### config.mk
export PLATFORM = sky130hd
export DESIGN_NAME = sfc_frame
export DESIGN_NICKNAME = d
export VERILOG_FILES = /design/src/rtl/sfc_pkg.sv /design/src/rtl/sfc_frame.sv
export SDC_FILE = /design/constraint.sdc
export NUM_CORES = 1
export LEC_CHECK = 0
export BUFFER_PORTS_ARGS = -buffer_cell sky130_fd_sc_hd__buf_2
export CAP_MARGIN = 20
export CELL_PAD_IN_SITES_DETAIL_PLACEMENT = 1
export CELL_PAD_IN_SITES_GLOBAL_PLACEMENT = 1
export CORE_MARGIN = 8
export CORE_UTILIZATION = 50
export CTS_BUF_LIST = sky130_fd_sc_hd__clkbuf_8 sky130_fd_sc_hd__clkbuf_16
export DETAILED_ROUTE_END_ITERATION = 6
export PLACE_DENSITY_LB_ADDON = 0.05
export SETUP_SLACK_MARGIN = 0.3
export SYNTH_ARGS = -nofsm -noshare
export SYNTH_HDL_FRONTEND = slang
export SYNTH_SLANG_ARGS = --single-unit
### constraint.sdc
create_clock -name clk_sys_in -period 10.6 [get_ports clk_sys_in]
set_input_delay 1.06 -clock clk_sys_in [delete_from_list [all_inputs] [get_ports clk_sys_in]]
set_output_delay 1.06 -clock clk_sys_in [all_outputs]
set_load 0.005 [all_outputs]
### src/rtl/sfc_pkg.sv
package sfc_pkg;

  // opcode codes
  localparam logic [7:0] OP_WRITE_ENABLE_CMD = 8'h06;
  localparam logic [7:0] OP_WRDIS   = 8'h04;
  localparam logic [7:0] OP_VSR_EN  = 8'h50;
  localparam logic [7:0] OP_RDSR1   = 8'h05;
  localparam logic [7:0] OP_RDSR2   = 8'h35;
  localparam logic [7:0] OP_WRSR    = 8'h01;
  localparam logic [7:0] OP_READ    = 8'h03;
  localparam logic [7:0] OP_FREAD   = 8'h0b;
  localparam logic [7:0] OP_DREAD   = 8'h3b;
  localparam logic [7:0] OP_QREAD   = 8'h6b;
  localparam logic [7:0] OP_OCTW    = 8'he3;
  localparam logic [7:0] OP_DIO     = 8'hbb;
  localparam logic [7:0] OP_QIO     = 8'heb;
  localparam logic [7:0] OP_PP      = 8'h02;
  localparam logic [7:0] OP_SE      = 8'h20;
  localparam logic [7:0] OP_BE32    = 8'h52;
  localparam logic [7:0] OP_BE64    = 8'hd8;
  localparam logic [7:0] OP_CE1     = 8'hc7;
  localparam logic [7:0] OP_CE2     = 8'h60;
  localparam logic [7:0] OP_DPD     = 8'hb9;
  localparam logic [7:0] OP_RDP     = 8'hab;

  // address length in bytes, clock counter width in bits
  localparam logic [2:0] ADDR_BYTES = 3'h3;
  localparam int         BIT_CNT_W  = 16;

  // bus widths mode for address phase and data output
  typedef enum logic [1:0] {
    SFC_W1 = 2'h0,
    SFC_W2 = 2'h1,
    SFC_W4 = 2'h2
  } sfc_width_t;

  // decoded opcode properties
  typedef struct packed {
    logic       known;
    logic       wr_type;    // subject to byte-boundary check
    logic       rd_type;    // has a data-out phase
    logic       has_addr;
    logic       has_mode;
    logic [1:0] dummy;      // dummy bytes after address or mode
    sfc_width_t in_w;       // width of address and mode phase
    sfc_width_t out_w;      // width of data-out phase
  } sfc_dec_t;

  // command handed to the array and register back end
  typedef struct packed {
    logic [7:0]  opcode;
    logic [23:0] addr;
    logic [7:0]  mode;
  } sfc_cmd_t;

endpackage

### src/rtl/sfc_frame.sv
`timescale 1ns/100ps
// What this block does
// - all fields shift most significant bit first from first rising clock after select low
// - each input bit is taken on a rising serial clock edge
// - frames open with one opcode byte, then address, data, both or nothing
// - status reads and release-with-id stream output while the clock runs
// - host may end any read after any bit; block returns to deselected
// - write-type frames count clocks; select rising off a byte boundary discards them
// - page program cut mid-byte does nothing and leaves write enable latch set
// - erase or program aimed at a protected region is ignored
// - write enable, write disable, deep power-down are checked on byte boundary
// - sector and block erases take three address bytes and are checked
// - page program, chip erase and status write need select rise on a boundary
// - read outputs right after address; fast read adds one dummy byte
// - dual output read takes address and dummy, then streams on two lines
// - quad output read takes address and dummy, then streams on four lines
// - octal word read takes address and mode, then data without dummy
// - opcode 50h enables one volatile status register write
// - modifying commands need the write enable latch set first; status write also accepts the 50h enable
module sfc_frame
  import sfc_pkg::*;
(
  input  wire logic        clk_sys_in,
  input  wire logic        nrst_in,
  input  wire logic        cs_n_in,
  input  wire logic        sclk_in,
  input  wire logic [3:0]  io_in,
  output logic      [3:0]  io_out,
  output logic      [3:0]  io_oe_out,
  input  wire logic [7:0]  rd_data_in,
  input  wire logic        prot_hit_in,
  output logic             cmd_valid_out,
  output sfc_cmd_t         cmd_out,
  output logic             wr_byte_valid_out,
  output logic      [7:0]  wr_byte_out,
  output logic             rd_req_out,
  output logic             write_enable_latch_out,
  output logic             vsr_wen_out,
  output logic             deep_pd_out
);

  typedef enum logic [5:0] {
    ST_IDLE  = 6'b000001,
    ST_OP    = 6'b000010,
    ST_ADDR  = 6'b000100,
    ST_DUMMY = 6'b001000,
    ST_DATA  = 6'b010000,
    ST_IGN   = 6'b100000
  } sfc_state_t;

  // opcode table, used for both the live shift and the stored opcode
  function automatic sfc_dec_t decode(input logic [7:0] op);
    sfc_dec_t d;
    d = '0;
    d.in_w = SFC_W1;
    d.out_w = SFC_W1;
    d.known = 1'b1;
    unique case (op)
      OP_WRITE_ENABLE_CMD, OP_WRDIS, OP_DPD, OP_CE1, OP_CE2: d.wr_type = 1'b1;
      OP_WRSR: d.wr_type = 1'b1;
      OP_VSR_EN: d.known = 1'b1;
      OP_SE, OP_BE32, OP_BE64: begin
        d.wr_type = 1'b1;
        d.has_addr = 1'b1;
      end
      OP_PP: begin
        d.wr_type = 1'b1;
        d.has_addr = 1'b1;
      end
      OP_RDSR1, OP_RDSR2, OP_RDP: d.rd_type = 1'b1;
      OP_READ: begin
        d.rd_type = 1'b1;
        d.has_addr = 1'b1;
      end
      OP_FREAD: begin
        d.rd_type = 1'b1;
        d.has_addr = 1'b1;
        d.dummy = 2'h1;
      end
      OP_DREAD: begin
        d.rd_type = 1'b1;
        d.has_addr = 1'b1;
        d.dummy = 2'h1;
        d.out_w = SFC_W2;
      end
      OP_QREAD: begin
        d.rd_type = 1'b1;
        d.has_addr = 1'b1;
        d.dummy = 2'h1;
        d.out_w = SFC_W4;
      end
      OP_OCTW: begin
        d.rd_type = 1'b1;
        d.has_addr = 1'b1;
        d.has_mode = 1'b1;
        d.in_w = SFC_W4;
        d.out_w = SFC_W4;
      end
      OP_QIO: begin
        d.rd_type = 1'b1;
        d.has_addr = 1'b1;
        d.has_mode = 1'b1;
        d.dummy = 2'h2;
        d.in_w = SFC_W4;
        d.out_w = SFC_W4;
      end
      OP_DIO: begin
        d.rd_type = 1'b1;
        d.has_addr = 1'b1;
        d.has_mode = 1'b1;
        d.in_w = SFC_W2;
        d.out_w = SFC_W2;
      end
      default: d.known = 1'b0;
    endcase
    return d;
  endfunction

  // bits carried per clock for a width code
  function automatic logic [3:0] lanes(input sfc_width_t w);
    unique case (w)
      SFC_W1: return 4'h1;
      SFC_W2: return 4'h2;
      SFC_W4: return 4'h4;
      default: return 4'h1;
    endcase
  endfunction

  logic             rst_s1_r, rst_n_r;
  logic [2:0]       cs_sync_r, clk_sync_r;
  logic [3:0]       io_s1_r, io_s2_r;
  sfc_state_t       state_r;
  logic [7:0]       op_r;
  logic [31:0]      sh_r;        // address plus mode shifter
  logic [5:0]       need_r;      // bits left in current phase
  logic [BIT_CNT_W-1:0] clk_cnt_r;
  logic [7:0]       out_sh_r;
  logic [3:0]       out_left_r;
  logic [7:0]       in_byte_r;
  logic [2:0]       in_bits_r;
  logic             write_enable_latch_r, vsr_r, dpd_r;
  sfc_dec_t         dec;
  logic             rise, fall, cs_low, cs_rise, cs_fall;
  logic [3:0]       ln;

  // reset release through two flops
  always_ff @(posedge clk_sys_in or negedge nrst_in) begin
    if (!nrst_in) begin
      rst_s1_r <= 1'b0;
      rst_n_r <= 1'b0;
    end else begin
      rst_s1_r <= 1'b1;
      rst_n_r <= rst_s1_r;
    end
  end

  // pin synchronisers; stage 0 feeds only stage 1, stages 1 and 2 give edges
  always_ff @(posedge clk_sys_in or negedge rst_n_r) begin
    if (!rst_n_r) begin
      cs_sync_r <= 3'h7;
      clk_sync_r <= 3'h0;
      io_s1_r <= 4'h0;
      io_s2_r <= 4'h0;
    end else begin
      cs_sync_r <= {cs_sync_r[1:0], cs_n_in};
      clk_sync_r <= {clk_sync_r[1:0], sclk_in};
      io_s1_r <= io_in;
      io_s2_r <= io_s1_r;
    end
  end

  assign cs_low  = !cs_sync_r[1];
  assign cs_fall = cs_sync_r[2] && !cs_sync_r[1];
  assign cs_rise = !cs_sync_r[2] && cs_sync_r[1];
  assign rise    = cs_low && !clk_sync_r[2] && clk_sync_r[1];
  assign fall    = cs_low && clk_sync_r[2] && !clk_sync_r[1];
  assign dec     = decode(op_r);
  assign ln      = (state_r == ST_DATA) ? 4'h1 : lanes(dec.in_w);

  // frame sequencer; the host raising select ends any phase at once
  always_ff @(posedge clk_sys_in or negedge rst_n_r) begin
    if (!rst_n_r) begin
      state_r <= ST_IDLE;
      op_r <= 8'h00;
      sh_r <= 32'h0;
      need_r <= 6'h0;
    end else if (!cs_low) begin
      state_r <= ST_IDLE;
    end else if (cs_fall || state_r == ST_IDLE) begin
      state_r <= ST_OP;
      need_r <= 6'd8;
    end else if (rise) begin
      unique case (state_r)
        ST_OP: begin
          op_r <= {op_r[6:0], io_s2_r[0]};
          if (need_r == 6'd1) begin
            if (dpd_r && {op_r[6:0], io_s2_r[0]} != OP_RDP) state_r <= ST_IGN;
            else if (!decode({op_r[6:0], io_s2_r[0]}).known) state_r <= ST_IGN;
            else if (decode({op_r[6:0], io_s2_r[0]}).has_addr) begin
              state_r <= ST_ADDR;
              need_r <= decode({op_r[6:0], io_s2_r[0]}).has_mode ? 6'd32 : 6'd24;
            end else state_r <= ST_DATA;
          end else need_r <= need_r - 6'd1;
        end
        ST_ADDR: begin
          // lanes shift msb first, high lane carrying the higher bit
          unique case (dec.in_w)
            SFC_W4: sh_r <= {sh_r[27:0], io_s2_r};
            SFC_W2: sh_r <= {sh_r[29:0], io_s2_r[1:0]};
            default: sh_r <= {sh_r[30:0], io_s2_r[0]};
          endcase
          if (need_r <= {2'b00, ln}) begin
            state_r <= (dec.dummy != 2'h0) ? ST_DUMMY : ST_DATA;
            need_r <= {dec.dummy, 3'b000} - 6'd1;
          end else need_r <= need_r - {2'b00, ln};
        end
        ST_DUMMY: begin
          if (need_r == 6'h0) state_r <= ST_DATA;
          else need_r <= need_r - 6'd1;
        end
        ST_DATA, ST_IGN: state_r <= state_r;
        default: state_r <= ST_IGN;
      endcase
    end
  end

  // clocks since select fell; wide enough for long program frames
  always_ff @(posedge clk_sys_in or negedge rst_n_r) begin
    if (!rst_n_r) clk_cnt_r <= '0;
    else if (cs_fall) clk_cnt_r <= '0;
    else if (rise) clk_cnt_r <= clk_cnt_r + 1'b1;
  end

  // latch and mode state; executes only on a clean byte-boundary end
  always_ff @(posedge clk_sys_in or negedge rst_n_r) begin
    if (!rst_n_r) begin
      write_enable_latch_r <= 1'b0;
      vsr_r <= 1'b0;
      dpd_r <= 1'b0;
      cmd_valid_out <= 1'b0;
      cmd_out <= '0;
    end else begin
      cmd_valid_out <= 1'b0;
      if (cs_rise && state_r != ST_IGN && state_r != ST_OP && clk_cnt_r[2:0] == 3'h0) begin
        unique case (op_r)
          OP_WRITE_ENABLE_CMD: write_enable_latch_r <= 1'b1;
          OP_WRDIS: begin
            write_enable_latch_r <= 1'b0;
            vsr_r <= 1'b0;
          end
          OP_VSR_EN: vsr_r <= 1'b1;
          OP_DPD: dpd_r <= 1'b1;
          OP_RDP: dpd_r <= 1'b0;
          OP_WRSR: if ((write_enable_latch_r || vsr_r) && clk_cnt_r >= 16'h10) begin
            cmd_valid_out <= 1'b1;
            cmd_out <= '{opcode: op_r, addr: 24'h0, mode: 8'h00};
            write_enable_latch_r <= 1'b0;
            vsr_r <= 1'b0;
          end
          OP_PP, OP_SE, OP_BE32, OP_BE64, OP_CE1, OP_CE2:
            if (write_enable_latch_r && !prot_hit_in && state_r != ST_ADDR) begin
              cmd_valid_out <= 1'b1;
              cmd_out <= '{opcode: op_r, addr: sh_r[23:0], mode: 8'h00};
              write_enable_latch_r <= 1'b0;
            end
          default: write_enable_latch_r <= write_enable_latch_r;
        endcase
      end else if (state_r == ST_DATA && dec.rd_type && rise) begin
        cmd_out <= '{opcode: op_r, addr: dec.has_mode ? sh_r[31:8] : sh_r[23:0],
                     mode: dec.has_mode ? sh_r[7:0] : 8'h00};
      end
    end
  end

  // program data bytes collected msb first for the back end
  always_ff @(posedge clk_sys_in or negedge rst_n_r) begin
    if (!rst_n_r) begin
      in_byte_r <= 8'h00;
      in_bits_r <= 3'h0;
      wr_byte_valid_out <= 1'b0;
      wr_byte_out <= 8'h00;
    end else begin
      wr_byte_valid_out <= 1'b0;
      if (state_r != ST_DATA) in_bits_r <= 3'h0;
      else if (rise && op_r == OP_PP || rise && op_r == OP_WRSR) begin
        in_byte_r <= {in_byte_r[6:0], io_s2_r[0]};
        in_bits_r <= in_bits_r + 3'h1;
        if (in_bits_r == 3'h7) begin
          wr_byte_valid_out <= 1'b1;
          wr_byte_out <= {in_byte_r[6:0], io_s2_r[0]};
        end
      end
    end
  end

  // output shifter; changes on falling edge so host samples on rising
  always_ff @(posedge clk_sys_in or negedge rst_n_r) begin
    if (!rst_n_r) begin
      out_sh_r <= 8'h00;
      out_left_r <= 4'h0;
      io_out <= 4'h0;
      io_oe_out <= 4'h0;
      rd_req_out <= 1'b0;
    end else begin
      rd_req_out <= 1'b0;
      if (!cs_low || state_r != ST_DATA || !dec.rd_type) begin
        out_left_r <= 4'h0;
        io_oe_out <= 4'h0;
      end else if (fall) begin
        if (out_left_r == 4'h0) begin // repeats while clocked
          out_sh_r <= rd_data_in;
          out_left_r <= 4'd8 - lanes(dec.out_w);
          rd_req_out <= 1'b1;
          unique case (dec.out_w)
            SFC_W4: io_out <= rd_data_in[7:4];
            SFC_W2: io_out <= {2'b00, rd_data_in[7:6]};
            default: io_out <= {2'b00, rd_data_in[7], 1'b0};
          endcase
          unique case (dec.out_w)
            SFC_W4: io_oe_out <= 4'hf;
            SFC_W2: io_oe_out <= 4'h3;
            default: io_oe_out <= 4'h2;
          endcase
        end else begin
          out_left_r <= out_left_r - lanes(dec.out_w);
          unique case (dec.out_w)
            SFC_W4: io_out <= out_sh_r[3:0];
            SFC_W2: io_out <= {2'b00, out_sh_r[3'(out_left_r - 4'h1) -: 2]};
            default: io_out <= {2'b00, out_sh_r[3'(out_left_r - 4'h1)], 1'b0};
          endcase
        end
      end
    end
  end

  assign write_enable_latch_out = write_enable_latch_r;
  assign vsr_wen_out = vsr_r;
  assign deep_pd_out = dpd_r;

endmodule

Word-level counts from Yosys, hierarchy flattened
Cells that the tools add are included.
- $add $sub $neg: 8
- $lt $le $gt $ge: 3
- eq/ne operators: 72
- shifts and indexed selects: 1
- multiplexer cells: 98
- bitwise gates (word level): 4
- reduce and logical (&&, ||, !) cells: 67
- operators with widths (kind ; count):
    two-way mux 40 bit ; 4
    equality test 8 bit (second input constant) ; 14
    two-way mux 6 bit ; 17
    one-hot mux 40 bit (2 select lines) ; 1
    equality test 8 x 7 -> 1 bit (second input constant) ; 8
    one-hot mux 32 bit (2 select lines) ; 1
    two-way mux 4 bit ; 14
    equality test 8 x 3 -> 1 bit (second input constant) ; 6
    equality test 8 x 6 -> 1 bit (second input constant) ; 6
    two-way mux 1 bit ; 38
    equality test 8 x 2 -> 1 bit (second input constant) ; 4
    two-way mux 16 bit ; 2
    two-way mux 24 bit ; 1
    inequality test 4 bit (second input constant) ; 6
    one-hot mux 4 bit (2 select lines) ; 3
    one-hot mux 6 bit (4 select lines) ; 1
    OR reduction 21 bit ; 1
    one-hot mux 6 bit (3 select lines) ; 1
    logical AND 1 bit ; 17
    adder 16 x 1 -> 16 bit (second input constant) ; 1
    equality test 8 x 1 -> 1 bit (second input constant) ; 2
    equality test 8 x 4 -> 1 bit (second input constant) ; 2
    greater-or-equal comparator 16 x 5 -> 1 bit (second input constant) ; 1
    AND reduction 4 bit ; 4
    other kinds (54) ; 98
- register bits: 168
- input port bits: 17
- output and inout bits: 62
- word-level logic and storage cells: 280

Depth between registers and ports, before layout
- depth after elaboration: 32
- gate-level depth with buffers: 18
- gate-level depth less buffers: 15

Worst setup path before layout
OpenSTA, ideal clock, no wires.
- kind: register to register
- start point: register op_r[4]
- end point: register state_r[5]
- library setup time: 0.099 ns
- arrival: 4.054 ns
- slack: 6.447 ns
- cell stages (with the launch flop): 18
- buffers on the path: 4
- period minus slack after synthesis: 4.153 ns
- cell sequence: dfrtp_1 -> clkbuf_1 -> clkbuf_1 -> nand2_1 -> nor3_1 -> nand2_1 -> ha_1 -> clkbuf_1 -> clkbuf_1 -> nand2b_1 -> ha_1 -> fa_1 -> nor2b_1 -> o31ai_1 -> nand3_1 -> a211oi_1 -> mux2i_1 -> a311oi_1
- longest elaborated chain between the ends: 16
- elaborated cells between the ends (all ways): 50
- classes of those cells: order compare: 1; eq/ne: 28; mux: 17; reduce/logical: 4
- ends and longest elaborated chain (item ; RTL line ; source):
    start, declared ; sfc_frame.sv:133 ; logic [7:0] op_r;
    start signal, assigned ; sfc_frame.sv:195 ; op_r <= {op_r[6:0], io_s2_r[0]};
    equality test 8 bit, or another cell as far along ; sfc_frame.sv:58 ; unique case (op)
    OR reduction 21 bit (no source line) ; n/a ;
    two-way mux 1 bit ; sfc_frame.sv:58 ;
    two-way mux 1 bit ; sfc_frame.sv:197 ; if (dpd_r && {op_r[6:0], io_s2_r[0]} != OP_RDP) state_r <= ST_IGN;
    two-way mux 1 bit ; sfc_frame.sv:196 ; if (need_r == 6'd1) begin
    two-way mux 1 bit ; sfc_frame.sv:193 ; unique case (state_r)
    two-way mux 1 bit ; sfc_frame.sv:192 ; end else if (rise) begin
    two-way mux 1 bit ; sfc_frame.sv:189 ; end else if (cs_fall || state_r == ST_IDLE) begin
    two-way mux 1 bit ; sfc_frame.sv:187 ; end else if (!cs_low) begin
    two-way mux 6 bit ; sfc_frame.sv:198 ; else if (!decode({op_r[6:0], io_s2_r[0]}).known) state_r <= ST_IGN;
    two-way mux 6 bit ; sfc_frame.sv:197 ;
    two-way mux 6 bit ; sfc_frame.sv:196 ;
    one-hot mux 6 bit (4 select lines) ; sfc_frame.sv:193 ;
    two-way mux 6 bit ; sfc_frame.sv:192 ;
    two-way mux 6 bit ; sfc_frame.sv:189 ;
    two-way mux 6 bit ; sfc_frame.sv:187 ;
    end signal, assigned ; sfc_frame.sv:213 ; state_r <= (dec.dummy != 2'h0) ? ST_DUMMY : ST_DATA;
    end signal, assigned ; sfc_frame.sv:221 ; ST_DATA, ST_IGN: state_r <= state_r;
    end, declared ; sfc_frame.sv:132 ; sfc_state_t state_r;
Parallel ways exist; a longest one is shown, timed or not. The select of a mux whose other input is x is not followed.
A chain may end at the register's enable or synchronous reset.

Worst setup path after layout
- start point: register op_r[1]
- end point: register state_r[5]
The elaborated chain is that of the path after synthesis.

==> results.sh <==
export IMPL_multi_input_area_mm2=0.00454
export IMPL_die_area_mm2=0.0228
export IMPL_portBuffers=78
export IMPL_die_y_um=151
export IMPL_drv_cap=0
export IMPL_synth_compound_area_share_pct=15.9
export IMPL_grt_pass1_wl_um=42200
export IMPL_fin_skew_ns=0.0195
export IMPL_comb_power_share_pct=14.8
export IMPL_grt_busiest_layer="met2"
export IMPL_switchingPower_mw=0.454
export IMPL_coreArea_mm2=0.0180
export IMPL_synthAdderAreaFrac_pct=3.32
export IMPL_synth_edff_count=0
export IMPL_grt_pass1_vias=7934
export IMPL_slowest_delay_ns=0.74
export IMPL_drc=0
export IMPL_place_inst=1215
export IMPL_antenna_left=0
export IMPL_yosys_area_top_type="dfrtp_1"
export IMPL_critical_path_class="reg2reg"
export IMPL_endpoint_kind="flip-flop"
export IMPL_wl_per_cell_um=20.5
export IMPL_first_pass_iters=4
export IMPL_cp_arrival_ns=5.16
export IMPL_grtUsageMet3_pct=4.21
export IMPL_slew_viol_final=0
export IMPL_syn_nets=1006
export IMPL_p_sw_share_pct=29.1
export IMPL_clk_latency_ns=0.44
export IMPL_vias_per_cell=6.03
export IMPL_crit_start="op_r[1]$_DFFE_PN0P_"
export IMPL_crit_path_start_kind="flip-flop"
export IMPL_grt_ovfl_total=0
export IMPL_ys_types=70
export IMPL_worst_endpoint_required_ns=10.94
export IMPL_grt_max_degree=75
export IMPL_dr_first_iter_drc_count=381
export IMPL_hold_violations=0
export IMPL_synth_top_area_share_pct=44.7
export IMPL_syn_area_mm2=0.00913
export IMPL_synth_yosys_seq_area_share_pct=45.8
export IMPL_ys_async_sr_fraction_pct=100
export IMPL_rsz0062_at_grt="false"
export IMPL_cts_resized=0
export IMPL_cp_top_family="simple AND/OR/NAND/NOR gates"
export IMPL_clk_path_buf_depth=2
export IMPL_cpMaxStageDelayCell="dfrtp_1"
export IMPL_r2r_setup_slack_ns=5.78
export IMPL_layoutNonFillerInstCount=1248
export IMPL_ff2ff_path_depth=14
export IMPL_cts_max_level=4
export IMPL_p_clk_share_pct=40.5
export IMPL_p_int_mw=1.11
export IMPL_cts_tree="built"
export IMPL_reg2reg_to="state_r[5]$_DFFE_PN0P_"
export IMPL_place_congestion=0.898
export IMPL_max_freq_mhz=207
export IMPL_vias=7531
export IMPL_ys_flop_type="dfrtp_1"
export IMPL_synth_top_family_by_area="simple AND/OR/NAND/NOR gates"
export IMPL_worst_path_stages=14
export IMPL_synthSimpleGateAreaFrac_pct=17.7
export IMPL_p_leak_nw=4.45
export IMPL_worstMarginPinSlew_ns=0.928
export IMPL_area_delta_synth_final_pct=11.8
export IMPL_min_period_over_period_pct=45.5
export IMPL_reg2reg_from="op_r[1]$_DFFE_PN0P_"
export IMPL_finalCriticalPeriod_ns=4.82
export IMPL_n_fill_cell=2053
export IMPL_synth_area_per_cell_um2=9.45
export IMPL_drive_gt1_share_pct=20.0
export IMPL_synth_area_leaders="dfrtp_1, mux2_2, nand2_1"
export IMPL_min_path_type="reg2async"
export IMPL_synth_xor_xnor_area_share_pct=2.40
export IMPL_placementRows=49
export IMPL_yosysWarnings=0
export IMPL_post_cts_buffers=0
export IMPL_grt_use_met2_pct=40.8
export IMPL_grt_usage_pct=23.3
export IMPL_utilization_pct=56.8
export IMPL_slew_limit_headroom_pct=37.6
export IMPL_die_width_um=151
export IMPL_fin_tns_setup_ns=0
export IMPL_clock_sinks=167
export IMPL_use_met1_pct=28.3
export IMPL_p_total_mw=1.56
export IMPL_finalNetCount=1046
export IMPL_dp_hpwl_um=17700
export IMPL_start_util_pct=50.8
export IMPL_clock_root_buffer="clkbuf_16"
export IMPL_path_max_fanout=20
export IMPL_synth_seq_cells=167
export IMPL_synth_cells=966
export IMPL_seqPwrFrac_pct=44.8
export IMPL_n_antenna_cell=0
export IMPL_crit_buf_inv=2
export IMPL_clk_pin_slew_ns=0.07
export IMPL_crit_end="state_r[5]$_DFFE_PN0P_"
export IMPL_grt_antenna_before_repair=0
export IMPL_regArea_mm2=0.00419
export IMPL_placedInstanceArea_mm2=0.00960
export IMPL_drt_total_wl_um=25600
export IMPL_path_cells="nand3b_1, nor3_1, nand2_1, inv_1, ha_1, nand2_1, inv_1, fa_1, nor2b_1, o31ai_1, nand3_1, a211oi_1, mux2i_1, a311oi_1"
export IMPL_postCtsHoldBufs=0
export IMPL_powerDensity_mw_per_mm2=153
export IMPL_finalSetupViolations=0
export IMPL_peakVddDrop_v=0.000107
export IMPL_final_cell_mix="dfrtp_1, nand2_1, o21ai_0"
export IMPL_outcome="completed"
export IMPL_cts_inserted_buffers=17
export IMPL_io_pins=79
export IMPL_layout_commonest_cell="dfrtp_1"
export IMPL_synthMuxAreaShare_pct=10.3
export IMPL_fin_area_mm2=0.0102
[synthesized netlist by cell type, types with 3 or more instances]
library cell    n
and4b_1         3
nor2b_1        14
xnor2_1         9
nor4_1         13
a31oi_1         6
nand2b_1       12
dfrtp_1       163
and2_1          4
a22oi_1        32
inv_1          33
nand2_1       141
mux4_2          3
or2_2           3
and3_1          4
nand4_1         7
o21a_1          3
or4_1           6
xor2_1         16
mux2_2         63
mux2i_1        16
nand4b_1        3
o211ai_1       10
or3_1           7
nor4b_1         3
buf_2           9
nor2_1         75
a21oi_1        55
nand3_1        12
clkbuf_1       53
ha_1           21
nand3b_1        6
and3b_1         4
o21ai_0        86
dfstp_2         4
a211o_1         4
nor3_1         10
a211oi_1        7
buf_6           3
[kinds of logic after synthesis]
family                     after synthesis
buffers and inverters                  101
xor gates and xnor gates                25
DFF                                    167
other                                    1
muxes                                   82
and+or+nand+nor                        336
AOI/OAI and AO/OA                      231
adders and majority gates               23
[worst reg2reg max path: stages, from the launching register on]
cell	delay, ns
dfrtp_1	0.74
nand3b_1	0.37
nor3_1	0.46
nand2_1	0.17
inv_1	0.09
ha_1	0.56
nand2_1	0.17
inv_1	0.14
fa_1	0.22
nor2b_1	0.08
o31ai_1	0.37
nand3_1	0.33
a211oi_1	0.62
mux2i_1	0.16
a311oi_1	0.26
[state kept, by name (all words and copies together), names as in the netlist, 6 cells and up]
| signal | count |
|---|---|
| clk_cnt_r | 16 |
| cmd_out | 40 |
| in_byte_r | 7 |
| need_r | 6 |
| op_r | 8 |
| out_sh_r | 8 |
| sh_r | 32 |
| state_r | 6 |
| wr_byte_out | 8 |
[how the worst min path moves through the flow]
stage	slack, ns	end	from
after floorplan	0.33	clk_sync_r[1]$_DFF_PN0_	clk_sync_r[0]$_DFF_PN0_
after global placement	0.29	cmd_out[2]$_DFFE_PN0P_	rst_n_r$_DFF_PN0_
after detailed placement	0.31	cmd_out[4]$_DFFE_PN0P_	rst_n_r$_DFF_PN0_
after CTS	0.31	cmd_out[5]$_DFFE_PN0P_	rst_n_r$_DFF_PN0_
after global routing	0.35	io_s1_r[2]$_DFF_PN0_	rst_n_r$_DFF_PN0_
final	0.29	io_s1_r[2]$_DFF_PN0_	rst_n_r$_DFF_PN0_
[power groups by stage]
stage | clock network (mW) | registers, mW | logic, mW
floorplan | 0 | 0.696 | 0.173
global placement | 0 | 0.707 | 0.216
detailed placement | 0 | 0.710 | 0.230
CTS | 0.643 | 0.698 | 0.231
global route | 0.667 | 0.702 | 0.256
finish | 0.631 | 0.698 | 0.230
[per-stage QoR]
stage               setup WS [ns]  hold slack (ns)
global route                 5.35            0.352
CTS                          5.32            0.312
global placement             5.82            0.294
detailed placement           5.39            0.306
floorplan                    5.61            0.331
finish                       5.78            0.291
[cell type report]
| class | count | share of cell area [%] |
|---|---|---|
| clock buffer | 18 | 4.30 |
| sequential | 167 | 41.0 |
| timing repair buffer | 89 | 4.71 |
| tap | 229 | 2.81 |
| clock inverter | 14 | 1.48 |
| inverter | 33 | 1.21 |
| multi-input combinational | 698 | 44.5 |
[metal layers]
layer / vias up / routed length [um]
met4: 0 / 510
met5: - / 0
met3: 41 / 817
li1: 3489 / -
met2: 163 / 13400
met1: 3838 / 10900
Note: power is estimated with default switching activity, not from simulation.
